File: src/csx_map.svh
// Offsets, field positions, reset values and timing counts of the serial engine.
// Assumes inclusion by csx_pkg.sv and csx_top.sv; definitions only.
`ifndef CSX_MAP_SVH
`define CSX_MAP_SVH

// Register offsets on the plain register port
`define CSX_OFS_CTL0     3'h0
`define CSX_OFS_CTL1     3'h1
`define CSX_OFS_CTL2     3'h2
`define CSX_OFS_STATUS   3'h3
`define CSX_OFS_TXBUF    3'h4
`define CSX_OFS_RXBUF    3'h5

// ctrl_reg_zero fields
`define CSX_C0_PWR       7
`define CSX_C0_TXE       6
`define CSX_C0_RXE       5
`define CSX_C0_DIR       4
`define CSX_C0_CONT      1
`define CSX_C0_SCE       0

// ctrl_reg_one fields
`define CSX_C1_CKP       4
`define CSX_C1_DAP       3
`define CSX_C1_CKS_HI    2
`define CSX_C1_CKS_LO    0
`define CSX_CKS_EXT      3'h7

// ctrl_reg_two field width and the full word length
`define CSX_C2_LEN_HI    3
`define CSX_LEN_ZERO     4'h0
`define CSX_LEN_FULL     4'h8

// serial_status_reg fields
`define CSX_ST_TSF       7
`define CSX_ST_OVE       0

// Reset values
`define CSX_RST_CTL0     8'h00
`define CSX_RST_CTL1     8'h00
`define CSX_RST_CTL2     4'h0
`define CSX_RST_BYTE     8'h00

// Internal shift clock is the peripheral clock divided by eight
`define CSX_FXX_DIV      8
`define CSX_HALF_CYC     (`CSX_FXX_DIV / 2)
`define CSX_DIV_W        3

`endif

File: src/csx_pkg.sv
// Types shared by the serial engine and its helpers.
// Assumes csx_map.svh is on the include path.
`include "csx_map.svh"

package csx_pkg;

  typedef enum logic {
    CSX_IDLE,
    CSX_RUN
  } csx_phase_e;

  // Register port request from the CPU side
  typedef struct packed {
    logic [2:0] addr;
    logic [7:0] wdata;
    logic       wr;
    logic       rd;
  } csx_req_s;

  // Interrupt request pulses
  typedef struct packed {
    logic te;
    logic rc;
    logic er;
  } csx_irq_s;

  // Whole state of the engine
  typedef struct packed {
    csx_phase_e  phase;
    logic [7:0]  ctl0;
    logic [7:0]  ctl1;
    logic [3:0]  ctl2;
    logic        tsf;
    logic        ove;
    logic [7:0]  tx_buf;
    logic        tx_full;
    logic [7:0]  rx_buf;
    logic        rx_unread;
    logic [7:0]  sreg;
    logic [3:0]  cnt;
    logic        sck;
    logic        sck_oe_n;
    logic        so;
    logic        sck_prev;
    csx_irq_s    irq;
    logic [7:0]  rd_data;
  } csx_state_s;

endpackage : csx_pkg

File: src/csx_sync.sv
// Two-stage synchroniser for levels arriving from outside the clock domain.
// Assumes the inputs are quasi-static relative to the clock period.
module csx_sync #(
  parameter int W = 1
) (
  // Clock and reset
  input  wire logic         clock,
  input  wire logic         rst,
  // Level in and out
  input  wire logic [W-1:0] din,
  output logic      [W-1:0] dout
);

  logic [W-1:0] meta_ff;
  logic [W-1:0] sync_ff;

  // Only the second stage is visible to any logic
  always_ff @(posedge clock or posedge rst) begin
    if (rst) begin
      meta_ff <= '0;
      sync_ff <= '0;
    end else begin
      meta_ff <= din;
      sync_ff <= meta_ff;
    end
  end

  assign dout = sync_ff;

endmodule : csx_sync

File: src/csx_clkdiv.sv
// Half-period tick generator for the internal shift clock.
// Assumes run is held high for the whole of a master transfer.
`include "csx_map.svh"

module csx_clkdiv (
  // Clock and reset
  input  wire logic clock,
  input  wire logic rst,
  // Control and tick
  input  wire logic run,
  output logic      tick
);

  localparam logic [`CSX_DIV_W-1:0] LAST = `CSX_DIV_W'(`CSX_HALF_CYC - 1);

  logic [`CSX_DIV_W-1:0] cnt_ff;
  logic                  tick_ff;

  // Restarts from zero each time run rises, so the first edge is a full half period away
  always_ff @(posedge clock or posedge rst) begin
    if (rst) begin
      cnt_ff  <= '0;
      tick_ff <= 1'b0;
    end else if (!run) begin
      cnt_ff  <= '0;
      tick_ff <= 1'b0;
    end else begin
      tick_ff <= (cnt_ff == LAST);
      cnt_ff  <= (cnt_ff == LAST) ? '0 : `CSX_DIV_W'(cnt_ff + 1'b1);
    end
  end

  assign tick = tick_ff;

endmodule : csx_clkdiv

File: src/csx_top.sv
// Continuous-transfer engine of a clocked synchronous serial port.
// Assumes a one-cycle register port on the same clock and an asynchronous
// serial peer whose clock and data pins are sampled by this clock.
//
// How it works
// - Length field zero in ctrl two gives eight-bit words.
// - Ctrl zero E3h/C3h/A3h: clock on, MSB first, continuous, tx-rx/tx/rx.
// - Direction bit zero means MSB first; polarity and phase 00 give type 1.
// - Transmit buffer write sets busy flag; in master mode it starts at once.
// - Master drives serial clock, shifts out and samples in on that clock.
// - Buffer moved into shift register raises transmit-enable request when the continue bit is set.
// - Each completed word with receive on fills buffer; raises receive-complete unless it overruns.
// - Word written before completion follows immediately without a gap.
// - Master transmit with no new word at completion stops clock, clears busy flag.
// - Slave, once armed, shifts out on the edges of the external clock.
// - Slave transmit continues only with a word written to the buffer before completion.
// - Slave transmit: full word of clocks with no new write clears busy.
// - Transmit-only mode raises receive-complete only when the continue bit is clear.
// - Receive-only: dummy read of receive buffer sets busy and arms reception.
// - Slave receive with continue and SCE bits set keeps receiving on each clock.
// - Continue bit cleared mid-word: finish word, interrupt, clear busy flag.
// - Word completed before buffer read overwrites; with continue bit set, sets overrun, raises error.
`include "csx_map.svh"

module csx_top (
  // Clock and reset
  input  wire logic              clock,
  input  wire logic              rst,
  // Register port
  input  wire csx_pkg::csx_req_s req,
  output logic [7:0]             rd_data,
  // Serial pins
  input  wire logic              serial_clock_pin_in,
  output logic                   serial_clock_pin_out,
  output logic                   serial_clock_pin_oe_n,
  output logic                   serial_out_pin,
  input  wire logic              serial_in_pin,
  // Interrupt request pulses
  output logic                   transmit_enable_irq,
  output logic                   receive_complete_irq,
  output logic                   receive_error_irq
);

  localparam csx_pkg::csx_state_s RST_STATE = '{
    phase:     csx_pkg::CSX_IDLE,
    ctl0:      `CSX_RST_CTL0,
    ctl1:      `CSX_RST_CTL1,
    ctl2:      `CSX_RST_CTL2,
    tsf:       1'b0,
    ove:       1'b0,
    tx_buf:    `CSX_RST_BYTE,
    tx_full:   1'b0,
    rx_buf:    `CSX_RST_BYTE,
    rx_unread: 1'b0,
    sreg:      `CSX_RST_BYTE,
    cnt:       4'h0,
    sck:       1'b1,
    sck_oe_n:  1'b1,
    so:        1'b0,
    sck_prev:  1'b1,
    irq:       3'h0,
    rd_data:   `CSX_RST_BYTE
  };

  csx_pkg::csx_state_s state_ff;
  csx_pkg::csx_state_s nxt_state;

  logic [1:0] pin_sync;
  logic       sck_sync;
  logic       si_sync;
  logic       tick;
  logic       div_run;

  // Pins come from the peer's domain
  csx_sync #(
    .W (2)
  ) u_pin_sync (
    .clock (clock),
    .rst   (rst),
    .din   ({serial_clock_pin_in, serial_in_pin}),
    .dout  (pin_sync)
  );

  assign sck_sync = pin_sync[1];
  assign si_sync  = pin_sync[0];

  // Half-period ticks of the internal shift clock
  csx_clkdiv u_div (
    .clock (clock),
    .rst   (rst),
    .run   (div_run),
    .tick  (tick)
  );

  // Decoded controls
  logic       pwr;
  logic       txe;
  logic       rxe;
  logic       lsb_first;
  logic       cont;
  logic       sce;
  logic       master;
  logic [3:0] len;
  logic [2:0] top_bit;

  always_comb begin
    pwr       = state_ff.ctl0[`CSX_C0_PWR];
    txe       = state_ff.ctl0[`CSX_C0_TXE];
    rxe       = state_ff.ctl0[`CSX_C0_RXE];
    lsb_first = state_ff.ctl0[`CSX_C0_DIR];
    cont      = state_ff.ctl0[`CSX_C0_CONT];
    sce       = state_ff.ctl0[`CSX_C0_SCE];
    master    = state_ff.ctl1[`CSX_C1_CKS_HI:`CSX_C1_CKS_LO] != `CSX_CKS_EXT;
    // Lengths above eight are clamped: the buffers are one byte wide
    if (state_ff.ctl2 == `CSX_LEN_ZERO || state_ff.ctl2 > `CSX_LEN_FULL) begin
      len = `CSX_LEN_FULL;
    end else begin
      len = state_ff.ctl2;
    end
    top_bit = 3'(len - 4'h1);
  end

  // Register port events the engine accepts; refusals have no port indication
  logic tx_wr_ok;
  logic rx_arm;
  logic ove_clr;

  always_comb begin
    // A full buffer refuses the write; single mode refuses it while busy
    tx_wr_ok = req.wr && (req.addr == `CSX_OFS_TXBUF) && pwr && txe
               && !state_ff.tx_full && (cont || !state_ff.tsf);
    // Dummy read arms only an idle receive-only unit
    rx_arm   = req.rd && (req.addr == `CSX_OFS_RXBUF) && pwr && rxe && !txe
               && !state_ff.tsf;
    // Writing zero to bit 0 clears; a one there leaves the flag alone
    ove_clr  = req.wr && (req.addr == `CSX_OFS_STATUS) && !req.wdata[`CSX_ST_OVE];
  end

  assign div_run = pwr && master && (state_ff.phase == csx_pkg::CSX_RUN);

  // Shift edges: internal ticks in master mode, synchronised pin edges in slave
  logic fall_ev;
  logic rise_ev;

  always_comb begin
    if (master) begin
      fall_ev = tick && state_ff.sck;
      rise_ev = tick && !state_ff.sck;
    end else begin
      fall_ev = state_ff.sck_prev && !sck_sync;
      rise_ev = !state_ff.sck_prev && sck_sync;
    end
  end

  // Bit that goes out first from a freshly loaded word
  function automatic logic first_bit(input logic [7:0] w, input logic lsb,
                                     input logic [2:0] tb);
    first_bit = lsb ? w[0] : w[tb];
  endfunction : first_bit

  logic [7:0] shifted;
  logic       done;

  always_comb begin
    nxt_state         = state_ff;
    nxt_state.irq     = 3'h0;
    nxt_state.sck_prev = sck_sync;
    nxt_state.sck_oe_n = !(pwr && master);
    shifted           = state_ff.sreg;
    done              = 1'b0;

    // Register reads; data stands one cycle after the strobe
    if (req.rd) begin
      case (req.addr)
        `CSX_OFS_CTL0:   nxt_state.rd_data = state_ff.ctl0;
        `CSX_OFS_CTL1:   nxt_state.rd_data = state_ff.ctl1;
        `CSX_OFS_CTL2:   nxt_state.rd_data = {4'h0, state_ff.ctl2};
        `CSX_OFS_STATUS: nxt_state.rd_data = {state_ff.tsf, 6'h00, state_ff.ove};
        `CSX_OFS_TXBUF:  nxt_state.rd_data = state_ff.tx_buf;
        `CSX_OFS_RXBUF:  nxt_state.rd_data = state_ff.rx_buf;
        default:         nxt_state.rd_data = 8'h00;
      endcase
      if (req.addr == `CSX_OFS_RXBUF) begin
        nxt_state.rx_unread = 1'b0;
        // Dummy read arms a receive-only transfer
        if (rx_arm) begin
          nxt_state.tsf = 1'b1;
        end
      end
    end

    // Register writes
    if (req.wr) begin
      case (req.addr)
        `CSX_OFS_CTL0: nxt_state.ctl0 = req.wdata;
        `CSX_OFS_CTL1: nxt_state.ctl1 = req.wdata;
        `CSX_OFS_CTL2: nxt_state.ctl2 = req.wdata[`CSX_C2_LEN_HI:0];
        `CSX_OFS_STATUS: begin
          if (ove_clr) begin
            nxt_state.ove = 1'b0;
          end
        end
        `CSX_OFS_TXBUF: begin
          // Accepted writes only; refusals are decided in the event decode
          if (tx_wr_ok) begin
            nxt_state.tx_buf  = req.wdata;
            nxt_state.tx_full = 1'b1;
            nxt_state.tsf     = 1'b1;
          end
        end
        default: begin
        end
      endcase
    end

    case (state_ff.phase)
      csx_pkg::CSX_IDLE: begin
        nxt_state.sck = 1'b1;
        nxt_state.cnt = 4'h0;
        if (pwr && state_ff.tsf) begin
          // Master starts at once; slave also enters run and waits there for the peer's clock
          nxt_state.phase = csx_pkg::CSX_RUN;
          if (txe && state_ff.tx_full) begin
            nxt_state.sreg    = state_ff.tx_buf;
            nxt_state.so      = first_bit(state_ff.tx_buf, lsb_first, top_bit);
            nxt_state.tx_full = 1'b0;
            nxt_state.irq.te  = cont;
          end else begin
            nxt_state.sreg = 8'h00;
          end
        end
      end

      csx_pkg::CSX_RUN: begin
        if (!pwr) begin
          nxt_state.phase = csx_pkg::CSX_IDLE;
          nxt_state.tsf   = 1'b0;
          nxt_state.sck   = 1'b1;
        end else begin
          // Type 1: data changes on the falling edge, sampled on the rising one
          if (fall_ev) begin
            if (master) begin
              nxt_state.sck = 1'b0;
            end
            nxt_state.so = lsb_first ? state_ff.sreg[0]
                                     : state_ff.sreg[top_bit];
          end
          if (rise_ev) begin
            if (master) begin
              nxt_state.sck = 1'b1;
            end
            if (lsb_first) begin
              shifted          = state_ff.sreg >> 1;
              shifted[top_bit] = si_sync;
            end else begin
              shifted = {state_ff.sreg[6:0], si_sync};
            end
            nxt_state.sreg = shifted;
            nxt_state.cnt  = 4'(state_ff.cnt + 4'h1);
            done           = (4'(state_ff.cnt + 4'h1) == len);
          end

          if (done) begin
            nxt_state.cnt = 4'h0;
            // Receive side of a finished word
            if (rxe) begin
              nxt_state.rx_buf    = shifted;
              nxt_state.rx_unread = 1'b1;
              if (state_ff.rx_unread && cont) begin
                // Previous word is lost: buffer is overwritten anyway
                nxt_state.ove    = 1'b1;
                nxt_state.irq.er = 1'b1;
              end else begin
                nxt_state.irq.rc = 1'b1;
              end
            end else if (!cont) begin
              nxt_state.irq.rc = 1'b1;
            end

            // Decide between continuing and stopping
            if (txe) begin
              // A write landing in this very cycle is still in time
              if (cont && nxt_state.tx_full) begin
                // Back-to-back word, no idle clock in between
                nxt_state.sreg    = nxt_state.tx_buf;
                // First bit leaves on the next falling edge; changing it here races the sampler
                nxt_state.tx_full = 1'b0;
                nxt_state.irq.te  = 1'b1;
              end else begin
                nxt_state.phase = csx_pkg::CSX_IDLE;
                nxt_state.tsf   = 1'b0;
              end
            end else begin
              // Receive only: the continue and SCE bits as seen at completion decide
              if (cont && sce) begin
                nxt_state.sreg = 8'h00;
              end else begin
                nxt_state.phase = csx_pkg::CSX_IDLE;
                nxt_state.tsf   = 1'b0;
              end
            end
          end
        end
      end

      default: begin
        nxt_state.phase = csx_pkg::CSX_IDLE;
      end
    endcase

    // Overrun is held until software writes zero; a new overrun wins over the clear
    if (state_ff.ove && !nxt_state.ove && nxt_state.irq.er) begin
      nxt_state.ove = 1'b1;
    end
  end

  always_ff @(posedge clock or posedge rst) begin
    if (rst) begin
      state_ff <= RST_STATE;
    end else begin
      state_ff <= nxt_state;
    end
  end

  // Outputs straight from the state register
  assign rd_data               = state_ff.rd_data;
  assign serial_clock_pin_out  = state_ff.sck;
  assign serial_clock_pin_oe_n = state_ff.sck_oe_n;
  assign serial_out_pin        = state_ff.so;
  assign transmit_enable_irq   = state_ff.irq.te;
  assign receive_complete_irq  = state_ff.irq.rc;
  assign receive_error_irq     = state_ff.irq.er;

endmodule : csx_top

File: config.mk
export PLATFORM = sky130hd
export DESIGN_NAME = csx_top
export DESIGN_NICKNAME = d
export VERILOG_FILES = /design/src/csx_pkg.sv /design/src/csx_sync.sv /design/src/csx_clkdiv.sv /design/src/csx_top.sv
export VERILOG_INCLUDE_DIRS = /design/src
export SDC_FILE = /design/constraint.sdc
export NUM_CORES = 1
export LEC_CHECK = 0
export ABC_AREA = 1
export BUFFER_PORTS_ARGS = -buffer_cell sky130_fd_sc_hd__buf_2
export CAP_MARGIN = 20
export CORE_MARGIN = 2
export CORE_UTILIZATION = 55
export DETAILED_ROUTE_END_ITERATION = 7
export PLACE_DENSITY = 0.88
export SYNTH_ARGS = -nofsm -noshare
export SYNTH_HDL_FRONTEND = slang
export SYNTH_HIERARCHICAL = 1
export SYNTH_SLANG_ARGS = --single-unit
File: constraint.sdc
create_clock -name clock -period 2.25 [get_ports clock]
set_input_delay 0.3375 -clock clock [delete_from_list [all_inputs] [get_ports clock]]
set_output_delay 0.3375 -clock clock [all_outputs]
set_load 0.03 [all_outputs]
* Word level (Yosys, flattened, before mapping)
Index checks and enable logic that the tools add are counted.
** Word-level totals
- Input port bits :: 17
- Bits in registers :: 76
- Logic and storage cells :: 177
- Output and inout port bits :: 14
** Operators by class
- Multiplexer cells :: 87
- $add $sub $neg :: 3
- Bitwise logic cells :: 1
- Equality and inequality tests :: 13
- $lt $le $gt $ge :: 3
- Reduce and logical (&&, ||, !) cells :: 46
** Operators by type and width (number)
- two-way mux 8 bit :: 7
- two-way mux 1 bit :: 55
- case mux 8 bit (6 select lines) :: 1
- two-way mux 22 bit :: 2
- two-way mux 9 bit :: 3
- logical AND 1 bit :: 26
- case mux 13 bit (2 select lines) :: 1
- two-way mux 13 bit :: 1
- two-way mux 3 bit :: 4
- two-way mux 11 bit :: 1
- AND reduction 2 bit :: 5
- equality test 3 x 2 -> 1 bit (second input constant) :: 3
- zero test 1 bit :: 9
- bitwise mux 8 bit :: 1
- case mux 1 bit (2 select lines) :: 4
- AND reduction 4 bit :: 2
- binary-select mux 1 bit (select 3 bit) :: 2
- equality test 3 bit (second input constant) :: 2
- two-way mux 2 bit :: 3
- inequality test 2 bit (second input constant) :: 3
- adder 4 x 1 -> 4 bit (second input constant) :: 1
- equality test 4 bit :: 1
- > comparator 4 bit (second input constant) :: 1
- zero test 4 bit :: 1
- other kinds (13) :: 14

* Longest topological paths before layout
Gate-level depths: netlist of run 1.
- Depth in word-level cells :: 22
- Mapped depth :: 16
- Mapped depth without buffers :: 14

* Cells and area by module
The synthesis of run 1 kept the hierarchy.
** By module, submodules not included
- csx_top :: sequential area each 1705.4 um^2, times used 1, area an instance 4122.7 um^2, cells each 551
- csx_clkdiv :: sequential area each 100.1 um^2, times used 1, area an instance 167.7 um^2, cells each 19
- csx_sync :: sequential area each 100.1 um^2, times used 1, area an instance 103.8 um^2, cells each 5

* Worst setup path after synthesis of run 1
No wires, ideal clock.
- Path kind :: reg2reg
- Start :: reg state_ff[50] in the netlist's numbering
- End :: reg state_ff[23] in the netlist's numbering
- Setup time :: 122 ps
- Stages on the path, launching flop included :: 14
- Setup slack :: 28 ps
- Required time :: 2128 ps
- Arrival :: 2100 ps
- Cells stage by stage :: dfrtp_1 > inv_2 > nand2_1 > buf_4 > buf_4 > ha_1 > clkbuf_1 > nand3_1 > nand2_1 > nand3_1 > a21oi_1 > nand2_1 > nand2_1 > a21oi_2
** On the way
- Longest elaborated chain between the ends :: 16
- Elaborated cells between the ends (all ways) :: 23
- Those cells by class :: add/sub: 1; order compare: 3; eq/ne: 1; mux: 15; reduce/logical: 3
** RTL lines
- from (decl) :: line csx_top.sv:65 : csx_pkg::csx_state_s state_ff;
- from (signal assigned) :: line csx_top.sv:321 : state_ff <= nxt_state;
- > comparator 4 bit (no line) / zero test 4 bit (equally long branches)
- logical OR 1 bit (no line)
- two-way mux 4 bit * :: line csx_top.sv:115 : if (state_ff.ctl2 == `CSX_LEN_ZERO || state_ff.ctl2 > `CSX_LEN_FULL) begin
- subtractor 3 x 1 -> 3 bit :: line csx_top.sv:120 : top_bit = 3'(len - 4'h1);
- less-than comparator 3 x 4 -> 1 bit (not written as such) / greater-or-equal comparator 3 x 1 -> 1 bit (equally long branches) :: line csx_top.sv:254 : shifted[top_bit] = si_sync;
- logical AND 1 bit (not written as such) :: line csx_top.sv:254
- two-way mux 1 bit (not written as such) :: line csx_top.sv:254
- demux 1 bit (select 3 bit) :: line csx_top.sv:254
- bitwise mux 8 bit :: line csx_top.sv:254
- two-way mux 8 bit :: line csx_top.sv:252 : if (lsb_first) begin
- two-way mux 13 bit :: line csx_top.sv:248 : if (rise_ev) begin
- two-way mux 8 bit (on tied branches) :: line csx_top.sv:295, csx_top.sv:283
- two-way mux 8 bit :: line csx_top.sv:281 : if (txe) begin
- two-way mux 22 bit * :: line csx_top.sv:263 : if (done) begin
- two-way mux 22 bit * :: line csx_top.sv:235 : if (!pwr) begin
- case mux 13 bit (2 select lines) * :: line csx_top.sv:216 : case (state_ff.phase)
Every way passes the cells marked *; elsewhere a longest branch is shown, timed or not. The select of a mux whose other input is x is not followed.
A chain may end at the register's enable or synchronous reset.

* Worst setup path in the final report of run 1
- Start :: reg state_ff[50] in the netlist's numbering
- End :: reg state_ff[26] in the netlist's numbering
The elaborated chain is that of the path after synthesis.

==> results.sh, run 1 <==
export IMPL_syn_avg_cell_area_sq_um=7.64
export IMPL_area_sequential_sq_um=1910
export IMPL_rsz0062_at_grt="true"
export IMPL_layoutNonFillerInstCount=710
export IMPL_cellPowerDensity_nw_per_um2=902
export IMPL_viasPerCell=5.87
export IMPL_crit_slowest_cell="dfrtp_1"
export IMPL_min_period_ns=2.09
export IMPL_layout_commonest_cell="nand2_1"
export IMPL_clk_insertion_delay_late_ns=0.36
export IMPL_num_nets_final=623
export IMPL_root_buffer="clkbuf_8"
export IMPL_peakVddDrop_mv=0.604
export IMPL_met2_usage=0.461
export IMPL_synth_top_flop_cell="dfrtp_1"
export IMPL_path_max_fanout=10
export IMPL_grt_remaining_overflow=0
export IMPL_die_area_sq_um=8720
export IMPL_ant_nets=0
export IMPL_grt_use_total=0.284
export IMPL_grt_util_met1=0.363
export IMPL_max_freq_ghz=0.479
export IMPL_fp_dieH_microns=93.4
export IMPL_synth_seq_cells=76
export IMPL_cts_max_level=3
export IMPL_crit_buf_inv=1
export IMPL_outcome="finished, final reports clean"
export IMPL_grt_antenna_before_repair=0
export IMPL_multi_input_area_sq_um=2060
export IMPL_top_usage_layer="met2"
export IMPL_hold_slack_ns=0.0788
export IMPL_first_iter_violations=536
export IMPL_cts_buffers=9
export IMPL_slowest_delay_ns=0.43
export IMPL_slew_viol_final=0
export IMPL_num_vias=4169
export IMPL_clkSinkCount=76
export IMPL_drive_above_1_share=0.183
export IMPL_start_util=0.569
export IMPL_dpl_hpwl_microns=8460
export IMPL_dp_cells=693
export IMPL_synth_edf_count=0
export IMPL_ios=31
export IMPL_crit_family="simple AND/OR/NAND/NOR gates"
export IMPL_grt_max_degree=34
export IMPL_synth_warnings=6
export IMPL_synthCells=575
export IMPL_relSlewSlack=0.522
export IMPL_final_cell_mix="nand2_1 (175), dfrtp_1 (73), inv_1 (65)"
export IMPL_grt_use_met3=0.0483
export IMPL_netlist_area_sq_um=4390
export IMPL_final_fill_count=634
export IMPL_drc=0
export IMPL_clock_path_buffers=2
export IMPL_path_cells="inv_2 > nand2_1 > ha_4 > nand3_1 > nand2_4 > nor2_1 > nand4_1 > nand3_1 > nand2_1 > nand2_1 > nand3_1 > a21oi_2"
export IMPL_p_leak_nw=2.45
export IMPL_grt_pass1_wl_microns=19200
export IMPL_end_kind="register"
export IMPL_drv_cap=0
export IMPL_path_class="register to register"
export IMPL_grt_pass1_vias=4080
export IMPL_port_buffers=30
export IMPL_area_growth_pct=10.1
export IMPL_setup_violations=0
export IMPL_synthArstFlopShare=1.00
export IMPL_timing_final_crit_share=0.928
export IMPL_hold_class="primary input to register"
export IMPL_cts_tree="built"
export IMPL_clk_pin_slew_ns=0.08
export IMPL_coreArea_sq_um=7730
export IMPL_skew_ns=0.0123
export IMPL_finalWirelength_microns=11500
export IMPL_globalplace_congestion=0.967
export IMPL_crit_arrival_ns=2.38
export IMPL_yosysUniqueCellTypes=45
export IMPL_synth_nets=595
export IMPL_wl_per_cell_microns=16.2
export IMPL_finalHoldViolations=0
export IMPL_post_cts_buffers=0
export IMPL_cp_start_kind="register"
export IMPL_firstDrtPassIters=7
export IMPL_tightestPinTransition_ns=0.714
export IMPL_die_x_microns=93.4
export IMPL_diodes=0
export IMPL_row_count=32
export IMPL_ys_seq_area_frac=0.434
export IMPL_worstPathRequired_ns=2.54
synth_stat cells, drive strengths merged (6+ instances only):
library cell / n / area (sq um)
nand2: 181 / 699
dfrtp: 73 / 1830
inv: 73 / 274
o21ai: 50 / 280
nor2: 47 / 196
nand3: 42 / 233
a21oi: 28 / 181
buf: 18 / 146
nand4: 12 / 90.1
clkbuf: 6 / 22.5
registers in the layout (all words and copies together), names as in the netlist:
name / count
state_ff: 49
pwr: 1
serial_clock_pin_out: 1
lsb_first: 1
serial_out_pin: 1
receive_error_irq: 1
rxe: 1
u_pin_sync/meta_ff: 2
u_div/cnt_ff: 3
sce: 1
transmit_enable_irq: 1
receive_complete_irq: 1
rd_data: 8
cont: 1
serial_clock_pin_oe_n: 1
u_div/tick: 1
u_pin_sync/dout: 2
metrics by stage:
step                      utilization  cell area (sq um)  TNS (ns)  total power [mW]  worst slack [ns]
after floorplan                     -               4390         0              2.86            0.0285
after global placement          0.596               4600         0              3.16             0.137
after detailed placement        0.596               4600         0              3.23            0.0641
after CTS                       0.623               4810         0              4.29            0.0404
after global routing            0.626               4840   -0.0434              4.60           -0.0223
final                           0.626               4840         0              4.36             0.161
layer usage:
metal / part of all wire / vias up
met2: 0.48 / 267
met4: 0.043 / 0
met1: 0.39 / 1926
met3: 0.090 / 55
met5: 0 / -
li1: - / 1921
repair_timing:
item                                    in CTS  in global routing
endpoints found under the setup margin       0                 11
hold buffers                                 1                  0
resized for setup                            0                  4
hold endpoints to repair                     8                  0
cell families (layout without fill, tap and decap cells):
logic type	count (synthesis)	in the layout	share of synthesized area
flops	76	76	0.434
fa+ha+maj	3	3	0.00854
mux	5	5	0.0125
compound gates	107	107	0.160
buf+inv	99	132	0.103
simple gates	285	285	0.282
where the power goes:
part | leakage (nW) | internal [mW] | switching [mW]
combinational | 1.40 | 0.501 | 0.929
clock | 0.0999 | 0.547 | 0.532
sequential | 0.947 | 1.59 | 0.257
total | 2.45 | 2.64 | 1.72
area by class of cell:
| type | count | share of cell area |
|---|---|---|
| Timing Repair Buffer | 41 | 0.0538 |
| Clock buffer | 11 | 0.0292 |
| Inverter | 75 | 0.0582 |
| Clock inverter | 5 | 0.0124 |
| Tap cell | 102 | 0.0264 |
| Multi-Input combinational cell | 400 | 0.426 |
| Sequential cell | 76 | 0.394 |
worst paths after layout:
| path | slack (ns) | cells after the start | to | from |
|---|---|---|---|---|
| max | 0.16 | 12 | state_ff[26]$_DFFE_PP0P_ | state_ff[50]$_DFFE_PP0P_ |
| min | 0.08 | 1 | u_pin_sync/meta_ff[1]$_DFF_PP0_ | serial_clock_pin_in |
| max reg2reg | 0.16 | 12 | state_ff[26]$_DFFE_PP0P_ | state_ff[50]$_DFFE_PP0P_ |
| min reg2reg | 0.36 | 0 | u_pin_sync/dout[1]$_DFF_PP0_ | u_pin_sync/meta_ff[1]$_DFF_PP0_ |
| max in group asynchronous | 1.03 | 4 | serial_clock_pin_out$_DFF_PP1_ | rst |
| min in group asynchronous | 0.42 | 3 | u_pin_sync/dout[0]$_DFF_PP0_ | rst |
No activity file was read; power rests on OpenSTA's default activity.
==> run 2: changes to the inputs <==
--- a/config.mk
+++ b/config.mk
@@ -9,8 +9,10 @@
 export ABC_AREA = 1
 export BUFFER_PORTS_ARGS = -buffer_cell sky130_fd_sc_hd__buf_2
 export CAP_MARGIN = 20
+export CELL_PAD_IN_SITES_DETAIL_PLACEMENT = 1
+export CELL_PAD_IN_SITES_GLOBAL_PLACEMENT = 1
 export CORE_MARGIN = 2
-export CORE_UTILIZATION = 55
+export CORE_UTILIZATION = 41
 export DETAILED_ROUTE_END_ITERATION = 7
 export PLACE_DENSITY = 0.88
 export SYNTH_ARGS = -nofsm -noshare
==> run 2 against run 1 <==
Sequential power barely moved. Via count fell by 0.17%. Setup slack got worse by 0.0029 ns. Flip-flop and latch count did not move. Sequential share of layout area fell by 1.1 points. Hold slack got worse by 0.0033 ns. Global-route usage fell by 2.8 points. Cell count rose by 6.6%. Combinational power rose by 8%.
==> results.sh, run 2 (same netlist as run 1, synthesis figures left out) <==
export IMPL_outcome="finished, final reports clean"
export IMPL_wl_met2_microns=7100
export IMPL_firstDrtPassIters=5
export IMPL_path_max_fanout=9
export IMPL_coreArea_sq_um=10400
export IMPL_area_growth_pct=13.1
export IMPL_min_from="serial_in_pin"
export IMPL_drive_above_1_share=0.203
export IMPL_wl_per_cell_microns=18.4
export IMPL_clk_pin_slew_ns=0.08
export IMPL_grt_antenna_before_repair=0
export IMPL_final_cell_mix="nand2_1 (175), dfrtp_1 (73), inv_1 (64)"
export IMPL_cts_buffers=9
export IMPL_crit_slowest_cell="dfrtp_1"
export IMPL_reg2reg_slack_ns=0.16
export IMPL_finalHoldViolations=0
export IMPL_tightestPinTransition_ns=0.666
export IMPL_grt_use_total=0.256
export IMPL_clkSinkCount=76
export IMPL_path_class="register to register"
export IMPL_power_mw=4.55
export IMPL_crit_arrival_ns=2.34
export IMPL_die_x_microns=108
export IMPL_peakVddDrop_mv=0.404
export IMPL_slew_viol_final=0
export IMPL_grt_pass1_wl_microns=22600
export IMPL_setup_violations=0
export IMPL_first_iter_violations=233
export IMPL_path_cells="inv_2 > nand2_1 > ha_2 > buf_4 > nand4_1 > nand3_1 > a21boi_2 > nand2_1 > nand2_1 > a21oi_2"
export IMPL_reg2reg_depth=10
export IMPL_min_period_ns=2.09
export IMPL_cp_start_kind="register"
export IMPL_skew_ns=0.0152
export IMPL_viasPerCell=5.50
export IMPL_post_route_util=0.479
export IMPL_clock_path_buffers=2
export IMPL_diodes=0
export IMPL_fin_area_sq_um=4970
export IMPL_worstPathRequired_ns=2.50
export IMPL_min_delay_path_depth=1
export IMPL_die_area_sq_um=11600
export IMPL_hold_slack_ns=0.0755
export IMPL_max_freq_ghz=0.478
export IMPL_dpl_hpwl_microns=10300
export IMPL_hold_class="primary input to register"
export IMPL_cts_max_level=3
export IMPL_fp_dieH_microns=108
export IMPL_grt_max_degree=69
export IMPL_root_buffer="clkbuf_8"
export IMPL_dr_wl_met3_microns=825
export IMPL_num_vias=4162
export IMPL_finalWirelength_microns=13900
export IMPL_largest_register_ff_count=49
export IMPL_row_count=37
export IMPL_grt_remaining_overflow=0
export IMPL_grt_pass1_vias=4472
export IMPL_rr_startpoint="state_ff[50]$_DFFE_PP0P_"
export IMPL_ant_nets=0
export IMPL_r2r_end="state_ff[20]$_DFFE_PP0P_"
export IMPL_start_util=0.424
export IMPL_placed_cell_area_sq_um=4720
export IMPL_p_leak_nw=2.51
export IMPL_drv_cap=0
export IMPL_slowest_delay_ns=0.43
export IMPL_highest_layer="met4"
export IMPL_whs_endpoint="u_pin_sync/meta_ff[0]$_DFF_PP0_"
export IMPL_timing_final_crit_share=0.930
export IMPL_cellPowerDensity_nw_per_um2=916
export IMPL_tns_ns=0
export IMPL_port_buffers=30
export IMPL_ios=31
export IMPL_drc=0
export IMPL_wirelength_met1_microns=5640
export IMPL_layout_commonest_cell="nand2_1"
export IMPL_clk_insertion_delay_late_ns=0.37
export IMPL_num_nets_final=636
export IMPL_relSlewSlack=0.556
export IMPL_end_kind="register"
export IMPL_worst_path_most_repeated_cell="nand2_1"
export IMPL_globalplace_congestion=0.942
export IMPL_top_register="state_ff"
export IMPL_final_fill_count=1348
export IMPL_cts_tree="built"
==> run 2: cell types whose count changed in the layout (fill, tap and decap cells not counted), sizes merged <==
| cell | change |
|---|---|
| clkinv | -2 |
| clkbuf | +1 |
| inv | +1 |
| buf | +13 |
==> run 2: power by group <==
part / internal [mW] / switching (mW) / total, mW
Clock: 0.582 / 0.568 / 1.15
Sequential: 1.59 / 0.266 / 1.86
Combinational: 0.553 / 0.990 / 1.54
==> run 2: area by class of cell <==
class / instances / area (sq um) / area share
Multi-Input combinational cell: 400 / 2060 / 0.414
Tap cell: 136 / 170 / 0.0342
Clock inverter: 4 / 55.1 / 0.0111
Timing Repair Buffer: 54 / 345 / 0.0695
Clock buffer: 12 / 155 / 0.0312
Sequential cell: 76 / 1910 / 0.383
Inverter: 75 / 282 / 0.0566
==> run 2: timing repair <==
item	4_1_cts	5_1_grt
resized for setup	1	5
gates cloned	0	0
hold endpoints to repair	8	0
buffers inserted	0	1
hold buffers	1	0
pin swaps	0	1
setup endpoints to repair	1	19
==> run 2: stage by stage <==
step / setup WS, ns / std cells
global route: -0.0168 / 757
detailed placement: 0.0114 / 739
global placement: 0.158 / 739
floorplan: 0.0285 / 575
finish: 0.158 / 757
CTS: 0.0329 / 756
==> run 2: how the worst max path moves through the flow <==
stage	from	to	slack (ns)
3_3_place_gp	state_ff[50]$_DFFE_PP0P_	state_ff[29]$_DFFE_PP0P_	0.16
6_report	state_ff[50]$_DFFE_PP0P_	state_ff[20]$_DFFE_PP0P_	0.16
5_1_grt	state_ff[50]$_DFFE_PP0P_	state_ff[26]$_DFFE_PP0P_	-0.02
3_5_place_dp	state_ff[50]$_DFFE_PP0P_	state_ff[20]$_DFFE_PP0P_	0.01
2_1_floorplan	state_ff[50]$_DFFE_PP0P_	state_ff[23]$_DFFE_PP0P_	0.03
4_1_cts	state_ff[50]$_DFFE_PP0P_	state_ff[20]$_DFFE_PP0P_	0.03
==> run 2: worst max-delay path, delay by kind of cell (launching register included) <==
kind / cells / cell delay (ns)
adders and majority gates: 1 / 0.38
DFF: 1 / 0.43
AOI/OAI and AO/OA: 2 / 0.30
buffers and inverters: 2 / 0.32
and+or+nand+nor: 5 / 0.55
==> run 2: routing by layer <==
layer	track usage	up-vias
met4	0.0925	0
met3	0.0569	36
met5	0	-
met2	0.441	112
li1	-	1940
met1	0.314	2074
